`config.mk`:
```
export PLATFORM = sky130hd
export DESIGN_NAME = dsbr_top
export DESIGN_NICKNAME = d
export VERILOG_FILES = /design/src/hdl/dsbr_pkg.sv /design/src/hdl/dsbr_bkpt_if.sv /design/src/hdl/dsbr_bkpt_cmp.sv /design/src/hdl/dsbr_top.sv
export SDC_FILE = /design/constraint.sdc
export NUM_CORES = 1
export LEC_CHECK = 0
export ABC_AREA = 1
export BUFFER_PORTS_ARGS = -buffer_cell sky130_fd_sc_hd__buf_2
export CAP_MARGIN = 40
export CORE_MARGIN = 2
export CORE_UTILIZATION = 52
export CTS_BUF_LIST = sky130_fd_sc_hd__clkbuf_4 sky130_fd_sc_hd__clkbuf_8
export CTS_CLUSTER_DIAMETER = 80
export DETAILED_ROUTE_END_ITERATION = 16
export GPL_TIMING_DRIVEN = 0
export PLACE_DENSITY = 0.86
export SLEW_MARGIN = 20
export SYNTH_ARGS = -nofsm -noshare
export SYNTH_HDL_FRONTEND = slang
export SYNTH_SLANG_ARGS = --single-unit
export TNS_END_PERCENT = 30
```
`constraint.sdc`:
```
create_clock -name clk_i -period 1.65 [get_ports clk_i]
set_clock_uncertainty 0.05 [all_clocks]
set_input_delay 0.33 -clock clk_i [delete_from_list [all_inputs] [get_ports clk_i]]
set_output_delay 0.33 -clock clk_i [all_outputs]
set_load 0.01 [all_outputs]
```
`src/hdl/dsbr_pkg.sv`:
```
// constants and types shared by the debug status, breakpoint and forced reset block
package dsbr_pkg;
   // ----------------------------------------------------------------------
   // status, control and forced reset register field positions
   // ----------------------------------------------------------------------
   localparam int unsigned DATA_VALID_FAILURE_BIT = 0;
   localparam int unsigned WAIT_STOP_FAILURE_BIT = 1;
   localparam int unsigned WAIT_STOP_STATUS_BIT = 2;
   localparam int unsigned FORCE_TAG_SELECT_BIT = 4;
   localparam int unsigned BREAKPOINT_ENABLE_BIT = 5;
   localparam int unsigned DEBUG_ACTIVE_FLAG_BIT = 6;
   localparam int unsigned FORCED_RESET_BIT = 0;

   // ----------------------------------------------------------------------
   // reset and read-back values
   // ----------------------------------------------------------------------
   localparam logic [15:0] BKPT_RESET = 16'h0000;
   localparam logic [7:0] FORCED_RESET_READ = 8'h00;
   localparam logic RESET_PULSE_CYCLES_INIT = 1'b1;

   // ----------------------------------------------------------------------
   // serial debug command kinds presented by the command decoder
   // ----------------------------------------------------------------------
   typedef enum logic [2:0] {
      DSBR_CMD_NONE,
      DSBR_CMD_READ_STATUS,
      DSBR_CMD_WRITE_CONTROL,
      DSBR_CMD_BKPT_READ,
      DSBR_CMD_BKPT_WRITE,
      DSBR_CMD_FRST_READ,
      DSBR_CMD_FRST_WRITE,
      DSBR_CMD_HALT
   } dsbr_cmd_t;
endpackage

```
`src/hdl/dsbr_bkpt_if.sv`:
```
// breakpoint setup carried from the register file to the comparator
`timescale 1ns/1ps
interface dsbr_bkpt_if;
   logic enable;
   logic force_sel;
   logic [15:0] match_addr;
   modport regs (output enable, output force_sel, output match_addr);
   modport cmp (input enable, input force_sel, input match_addr);
endinterface

```
`src/hdl/dsbr_bkpt_cmp.sv`:
```
// breakpoint address comparator
`timescale 1ns/1ps
module dsbr_bkpt_cmp (
   // clock and reset
   input wire logic clk_i,
   input wire logic rst_i,
   // setup
   dsbr_bkpt_if.cmp cfg,
   // cpu address bus
   input wire logic [15:0] cpu_addr_i,
   input wire logic cpu_addr_valid_i,
   // requests
   output logic force_req_o,
   output logic tag_req_o
);
   logic hit;

   assign hit = cfg.enable && cpu_addr_valid_i && (cpu_addr_i == cfg.match_addr);

   always_ff @(posedge clk_i) begin
      if (rst_i) begin
         force_req_o <= 1'b0;
         tag_req_o <= 1'b0;
      end else begin
         force_req_o <= hit && cfg.force_sel;
         tag_req_o <= hit && !cfg.force_sel;
      end
   end
endmodule

```
`src/hdl/dsbr_top.sv`:
```
// debug status bits, breakpoint match register and forced reset register
`timescale 1ns/1ps
// Notes on behaviour
// - wait/stop status reads 1 in wait/stop, or after halt left wait/stop.
// - wait/stop status reads 0 while running or debug entered from running.
// - in wait/stop only the halt command is executed; others are ignored.
// - halt during wait/stop wakes the cpu into active debug mode.
// - wait/stop failure set when memory access clashes with wait/stop entry.
// - data valid failure flags access failed on unfinished slow access.
// - 16-bit breakpoint match address, governed by enable and force/tag bits.
// - breakpoint register reached only by dedicated serial commands.
// - forced reset register accepts only serial debug writes.
// - forced reset register always reads zero.
// - writing 1 to the forced reset bit produces a full device reset.
// - debug-active flag reads 1 in active debug mode, 0 when running.
// - breakpoint enable clear, its reset value, requests no breakpoints.
// - force select forces debug mode at boundary; otherwise opcode is tagged.
module dsbr_top (
   // clock and reset
   input wire logic clk_i,
   input wire logic rst_i,
   // serial debug command port
   input wire dsbr_pkg::dsbr_cmd_t cmd_i,
   input wire logic [15:0] cmd_wdata_i,
   output logic [15:0] cmd_rdata_o,
   output logic cmd_done_o,
   // user program write attempt to forced reset register
   input wire logic cpu_frst_write_i,
   input wire logic [7:0] cpu_frst_wdata_i,
   // cpu state
   input wire logic cpu_wait_stop_i,
   input wire logic cpu_debug_active_i,
   input wire logic cpu_mem_ws_conflict_i,
   input wire logic cpu_mem_slow_conflict_i,
   input wire logic [15:0] cpu_addr_i,
   input wire logic cpu_addr_valid_i,
   // requests to the cpu and system
   output logic halt_req_o,
   output logic bkpt_force_o,
   output logic bkpt_tag_o,
   output logic sys_reset_o
);
   // ----------------------------------------------------------------------
   // state
   // ----------------------------------------------------------------------
   logic ws_q;
   logic wsf_q;
   logic dvf_q;
   logic bken_q;
   logic fts_q;
   logic [15:0] bkpt_q;
   logic woke_q;
   logic [7:0] status;
   dsbr_pkg::dsbr_cmd_t cmd_eff;
   logic do_any;
   logic do_halt;
   logic do_write_control;
   logic do_bkpt_write;
   logic do_frst_write;
   dsbr_bkpt_if bk ();

   // ----------------------------------------------------------------------
   // functions
   // ----------------------------------------------------------------------
   // command as it takes effect; a sleeping cpu only honours halt
   function automatic dsbr_pkg::dsbr_cmd_t gate_cmd(input dsbr_pkg::dsbr_cmd_t k,
         input logic sleeping);
      if (sleeping && k != dsbr_pkg::DSBR_CMD_HALT) begin
         return dsbr_pkg::DSBR_CMD_NONE;
      end else begin
         return k;
      end
   endfunction

   // sticky failure flag; an event in the clearing cycle wins
   function automatic logic flag_next(input logic q, input logic set, input logic clr);
      if (set) begin
         return 1'b1;
      end else if (clr) begin
         return 1'b0;
      end else begin
         return q;
      end
   endfunction

   // ----------------------------------------------------------------------
   // command decoding
   // ----------------------------------------------------------------------
   assign cmd_eff = gate_cmd(cmd_i, cpu_wait_stop_i);
   assign do_any = (cmd_eff != dsbr_pkg::DSBR_CMD_NONE);
   assign do_halt = (cmd_eff == dsbr_pkg::DSBR_CMD_HALT);
   assign do_write_control = (cmd_eff == dsbr_pkg::DSBR_CMD_WRITE_CONTROL);
   assign do_bkpt_write = (cmd_eff == dsbr_pkg::DSBR_CMD_BKPT_WRITE);
   assign do_frst_write = (cmd_eff == dsbr_pkg::DSBR_CMD_FRST_WRITE);

   // ----------------------------------------------------------------------
   // status byte
   // ----------------------------------------------------------------------
   always_comb begin
      status = 8'h00;
      status[dsbr_pkg::DEBUG_ACTIVE_FLAG_BIT] = cpu_debug_active_i;
      status[dsbr_pkg::BREAKPOINT_ENABLE_BIT] = bken_q;
      status[dsbr_pkg::FORCE_TAG_SELECT_BIT] = fts_q;
      status[dsbr_pkg::WAIT_STOP_STATUS_BIT] = ws_q;
      status[dsbr_pkg::WAIT_STOP_FAILURE_BIT] = wsf_q;
      status[dsbr_pkg::DATA_VALID_FAILURE_BIT] = dvf_q;
   end

   // ----------------------------------------------------------------------
   // wait/stop status
   // ----------------------------------------------------------------------
   always_ff @(posedge clk_i) begin
      if (rst_i) begin
         woke_q <= 1'b0;
      end else if (do_halt && cpu_wait_stop_i) begin
         woke_q <= 1'b1;
      end else if (!cpu_debug_active_i && !cpu_wait_stop_i && !halt_req_o) begin
         woke_q <= 1'b0;
      end
   end

   always_ff @(posedge clk_i) begin
      if (rst_i) begin
         ws_q <= 1'b0;
      end else begin
         ws_q <= cpu_wait_stop_i || (woke_q && cpu_debug_active_i);
      end
   end

   // ----------------------------------------------------------------------
   // access failure flags, cleared by halt
   // ----------------------------------------------------------------------
   always_ff @(posedge clk_i) begin
      if (rst_i) begin
         wsf_q <= 1'b0;
      end else begin
         wsf_q <= flag_next(wsf_q, cpu_mem_ws_conflict_i, do_halt);
      end
   end

   always_ff @(posedge clk_i) begin
      if (rst_i) begin
         dvf_q <= 1'b0;
      end else begin
         dvf_q <= flag_next(dvf_q, cpu_mem_slow_conflict_i, do_halt);
      end
   end

   // ----------------------------------------------------------------------
   // control bits and breakpoint register
   // ----------------------------------------------------------------------
   always_ff @(posedge clk_i) begin
      if (rst_i) begin
         bken_q <= 1'b0;
         fts_q <= 1'b0;
      end else if (do_write_control) begin
         bken_q <= cmd_wdata_i[dsbr_pkg::BREAKPOINT_ENABLE_BIT];
         fts_q <= cmd_wdata_i[dsbr_pkg::FORCE_TAG_SELECT_BIT];
      end
   end

   always_ff @(posedge clk_i) begin
      if (rst_i) begin
         bkpt_q <= dsbr_pkg::BKPT_RESET;
      end else if (do_bkpt_write) begin
         bkpt_q <= cmd_wdata_i;
      end
   end

   assign bk.enable = bken_q;
   assign bk.force_sel = fts_q;
   assign bk.match_addr = bkpt_q;

   dsbr_bkpt_cmp u_cmp (
      .clk_i(clk_i),
      .rst_i(rst_i),
      .cfg(bk),
      .cpu_addr_i(cpu_addr_i),
      .cpu_addr_valid_i(cpu_addr_valid_i),
      .force_req_o(bkpt_force_o),
      .tag_req_o(bkpt_tag_o)
   );

   // ----------------------------------------------------------------------
   // command answers
   // ----------------------------------------------------------------------
   always_ff @(posedge clk_i) begin
      if (rst_i) begin
         cmd_rdata_o <= 16'h0000;
         cmd_done_o <= 1'b0;
      end else begin
         cmd_done_o <= do_any;
         // a refused command decodes as none and answers zero
         if (cmd_eff == dsbr_pkg::DSBR_CMD_READ_STATUS) begin
            cmd_rdata_o <= {8'h00, status};
         end else if (cmd_eff == dsbr_pkg::DSBR_CMD_BKPT_READ) begin
            cmd_rdata_o <= bkpt_q;
         end else if (cmd_eff == dsbr_pkg::DSBR_CMD_FRST_READ) begin
            cmd_rdata_o <= {8'h00, dsbr_pkg::FORCED_RESET_READ};
         end else begin
            cmd_rdata_o <= 16'h0000;
         end
      end
   end

   // ----------------------------------------------------------------------
   // halt and forced reset
   // ----------------------------------------------------------------------
   always_ff @(posedge clk_i) begin
      if (rst_i) begin
         halt_req_o <= 1'b0;
      end else begin
         halt_req_o <= do_halt;
      end
   end

   // user program writes (cpu_frst_write_i) are never looked at
   always_ff @(posedge clk_i) begin
      if (rst_i) begin
         sys_reset_o <= 1'b0;
      end else begin
         sys_reset_o <= do_frst_write && cmd_wdata_i[dsbr_pkg::FORCED_RESET_BIT];
      end
   end
endmodule

```
-- After elaboration in Yosys (flattened, before gate mapping)
Index checks and enable logic that the tools add are counted.
- mux-type cells: 8
- reductions and logical operators: 20
- equality and inequality tests: 8
- bitwise operators: 1
- operators by type and width (kind ; number):
    16-bit equality test ; 1
    7-bit 2-to-1 mux ; 2
    1-bit logical AND ; 10
    3-bit equality test (second input constant) ; 3
    3-bit by 2-bit equality test with 1-bit output (second input constant) ; 2
    2-bit nonzero test ; 3
    1-bit 2-to-1 mux ; 5
    1-bit logical NOT ; 4
    3-bit by 1-bit equality test with 1-bit output (second input constant) ; 1
    3-bit 2-to-1 mux ; 1
    3-bit != test (second input constant) ; 1
    3-bit nonzero test ; 1
    3-bit OR reduction ; 1
    1-bit logical OR ; 1
    1-bit inverter ; 1
- output and inout bits: 21
- register bits after elaboration: 43
- logic and storage cells: 51

-- Depth between registers and ports, before layout
- depth after elaboration: 6
- gate-level depth with buffers: 8
- mapped depth without buffers: 8

-- Cells and area by module
From an unflattened synthesis, not the netlist that was laid out.
- cells, all modules: 291
- area, all modules: 1899.3 sq um
- modules (own cells, without submodules) (module ; sequential area each (sq um) ; times used ; area an instance (sq um) ; cells each):
    dsbr_top ; 820.8 ; 1 ; 1516.5 ; 204
    dsbr_bkpt_cmp ; 40.0 ; 1 ; 382.9 ; 87

-- Worst setup path after synthesis
No wires, ideal clock.
- path kind: in2reg
- from: input port rst_i
- to: register bkpt_q[10], in the netlist bk.match_addr[10]
- stages: 5
- required time: 1530 ps
- path buffers: 2
- slack: 476 ps
- arrival time: 1054 ps
- cell sequence: buf_2 > inv_1 > clkbuf_1 > o21ai_0 > a21oi_1
- RTL lines (element ; RTL line ; text):
    start: declaration ; dsbr_top.sv:21 ; input wire logic rst_i,
    end signal: assignment ; dsbr_top.sv:164 ; bkpt_q <= dsbr_pkg::BKPT_RESET;
    end signal: assignment ; dsbr_top.sv:166 ; bkpt_q <= cmd_wdata_i;
    end: declaration ; dsbr_top.sv:51 ; logic [15:0] bkpt_q;

-- Worst setup path in the final report
- from: register bken_q, in the netlist bk.enable
- to: register u_cmp.tag_req_o
- longest elaborated chain between the ends: 3
- ends and longest elaborated chain (element ; RTL line ; text):
    start: declaration ; dsbr_top.sv:49 ; logic bken_q;
    start signal: assignment ; dsbr_top.sv:157 ; bken_q <= cmd_wdata_i[dsbr_pkg::BREAKPOINT_ENABLE_BIT];
    1-bit logical AND (2 in series) ; dsbr_bkpt_cmp.sv:18 ; assign hit = cfg.enable && cpu_addr_valid_i && (cpu_addr_i == cfg.match_addr);
    1-bit logical AND ; dsbr_bkpt_cmp.sv:26 ; tag_req_o <= hit && !cfg.force_sel;
    end signal: assignment ; dsbr_bkpt_cmp.sv:26 ;
    end: declaration ; dsbr_bkpt_cmp.sv:14 ; output logic tag_req_o
No other way between the ends.
A chain may end at the register's enable or synchronous reset.

==> run summary <==
Status: finished, final reports clean
Vias per cell: 4.82
Routed Antenna Nets: 0
Max Fclk: 829 MHz
Netlist cell types: 18
CTS tree: yes
Hold Path Depth: 3
Sequential share of the synthesized area: 51.6%
Part of the power in registers: 60.6%
Worst r2r src: bk.enable$_SDFFE_PP0N_
Unrepaired setup endpoints after global routing: false
Vias in the first global route: 1434
DRT Pass-1 Iters: 4
Final RePlAce weighted congestion: 0.818
Crit path required time: 1890 ps
First-pass GRT wire length: 6.11 mm
Slew Viols, Final: 0
Vias: 1620
Core area: 3050 um^2
Final min period: 1210 ps
GRT Util Overall: 23.0%
Maximum clock insertion buffer count: 2
Crit. Startpoint: bk.enable$_SDFFE_PP0N_
Critical-path top delay cell: dfxtp_1
Post-Syn Instances: 224
Worst min-delay path endpoint: wsf_q$_SDFFE_PP0P_
Mapped Avg Cell Area: 7.45 um^2
Critical register-to-register path endpoint: u_cmp.tag_req_o$_SDFF_PP0_
CP startpoint kind: register
Setup TNS: 0 ps
Clock sinks: 43
FILL cells: 283
Die span in y: 60.6 um
Final hold vios: 0
Power Density: 851 nW/um^2
DRC: 0
YS warnings: 0
WS Path Type: register to register
Worst hold margin: 136 ps
Syn nets: 275
Starting Density: 54.6%
Int Pwr: 1.34 mW
Clock share of power: 28.8%
Initial antenna violation count: 0
WL/cell: 11.3 um
Cts hold-fix bufs: 0
Hold Path Origin: cpu_mem_ws_conflict_i
Row Count: 20
Post_cts resized: 0
Diode count: 0
Placed cells: 329
Cell Count, Final, Fillers Out: 336
Reg area: 861 um^2
PortBufs: 61
CP arrival: 1450 ps
P_sw: 434 uW
Mapped cell area: 1670 um^2
Pin count of the biggest net entering global routing: 13
Final setup violating endpoints: 0
Drt total wl: 3.80 mm
CP dominant cell by count: nor2_1
Seq cells post-synth: 43
Flop2flop setup slack: 440 ps
Max-cap violations: 0
Area occupied by multi-input gates: 647 um^2
Congestion Overflow GR: 0
R2R depth: 8
CP endpoint kind: register
Ratio of cells with drive above 1 in the final layout: 25.0%
Post-route clock period utilization: 73.1%
Leak pwr: 1.00 nW
Overall power after layout: 1.77 mW
Gate power share: 10.6%
Slew Limit Headroom: 61.5%
Worst-path maximum fanout: 2
Worst-path cell chain: inv_1 > nor2_1 > nand2_1 > nor2_1 > nand2_1 > nor2_1 > nand3_1 > nor2_1
Post-CTS Repair Setup Buffers: 0
Worst-path clk slew: 120 ps
I/O pin count: 72
Layout area overhead: 25.0%
Starting DRC count in detailed routing: 46
Layout Nets: 343
Chip Width: 60.6 um
Least-Margin Pin Slew: 573 ps
IR drop worst, VDD: 0.000725 V
Root buffer cell: clkbuf_4
Net Sw Frac: 24.4%
Hold crit path type: input pin to register
Die area: 3680 um^2
Final HPWL DP: 2.89 mm
H-tree depth: 2
CTS buffer count: 5
Worst stage delay on the critical path: 350 ps
Clock latency on the worst-skew pair: 350 ps
power groups by stage:
stage               Clock [mW]  Sequential (mW)  Combinational (mW)
floorplan                    0             1.10              0.0975
CTS                      0.518             1.08               0.187
detailed placement           0             1.10               0.185
global route             0.574             1.08               0.212
global placement             0             1.10               0.181
finish                   0.512             1.08               0.187
cells in the mapped netlist, drive strengths merged:
cell type  instances  share of area (%)
nand2             47                 11
dfxtp             43                 52
inv               33                7.4
nor2              29                6.5
o21ai             24                7.2
a21oi             22                6.6
nand3              9                3.0
clkbuf             4               0.90
xnor2              4                2.1
buf                3                1.3
nor4               2                1.1
a22oi              1               0.45
nand4              1               0.38
nor3               1               0.30
xor2               1               0.53
logic make-up after synthesis:
family	synth area share, %
flip-flops	51.6
buffers and inverters	9.60
XOR/XNOR	2.63
AO/OA/AOI/OAI	14.3
AND/OR/NAND/NOR	21.9
worst max-delay path by stage:
stage                                                 to  slack (ps)  cells past startpoint
after global routing        u_cmp.force_req_o$_SDFF_PP0_         280                      8
final                         u_cmp.tag_req_o$_SDFF_PP0_         440                      8
after CTS                                 cmd_rdata_o[0]         430                      1
after floorplan           bk.match_addr[10]$_SDFFE_PP0N_         480                      5
after detailed placement   bk.match_addr[9]$_SDFFE_PP0N_         160                      5
after global placement    bk.match_addr[10]$_SDFFE_PP0N_         200                      5
sequential cells by signal, summed over array words and instances, names as in the netlist:
signal             count
bk.enable              1
bk.force_sel           1
bk.match_addr         16
cmd_done_o             1
cmd_rdata_o           16
dvf_q                  1
halt_req_o             1
sys_reset_o            1
u_cmp.force_req_o      1
u_cmp.tag_req_o        1
woke_q                 1
ws_q                   1
wsf_q                  1
per-stage QoR:
step / worst slack (ps) / area [um^2] / util (%)
5_1_grt: 284 / 2080 / 68.3
3_5_place_dp: 155 / 2030 / 66.4
2_1_floorplan: 476 / 1670 / -
4_1_cts: 430 / 2080 / 68.3
6_report: 444 / 2080 / 68.3
3_3_place_gp: 203 / 2030 / 66.4
layout make-up:
cell class / instances / share of cell area [%]
sequential: 43 / 41.3
multi-input combinational: 141 / 31.0
timing repair buffer: 61 / 14.6
inverter: 33 / 5.94
tap: 44 / 2.64
clock buffer: 6 / 2.46
buffer: 7 / 1.74
clock inverter: 1 / 0.240
per-layer routing:
metal  wire [um]  track usage [%]  share of wire [%]  vias up
met4          48             6.83                1.3        0
met2        1840             38.4                 48       51
met1        1660             27.3                 44      726
met5           0                0                  0        -
met3         250             9.38                6.6        6
li1            -                -                  -      837
critical path, delay by kind of cell (launching register included):
family                 cells  cell delay (ps)
buffers and inverters      1               40
flip-flops                 1              350
AND/OR/NAND/NOR            7              700
cells in the final DEF (no fill, tap or decap), drive strengths merged:
| cell | Yosys | routed |
|---|---|---|
| buf | 3 | 64 |
| xnor2 | 4 | 4 |
| inv | 33 | 33 |
| o21ai | 24 | 24 |
| a22oi | 1 | 1 |
| nor2 | 29 | 29 |
| nand4 | 1 | 1 |
| a21oi | 22 | 22 |
| nor4 | 2 | 2 |
| nor3 | 1 | 1 |
| nand3 | 9 | 9 |
| nand2 | 47 | 47 |
| clkinv | 0 | 1 |
| dfxtp | 43 | 43 |
| clkbuf | 4 | 10 |
| xor2 | 1 | 1 |
Power figures use the tool's default switching activity.
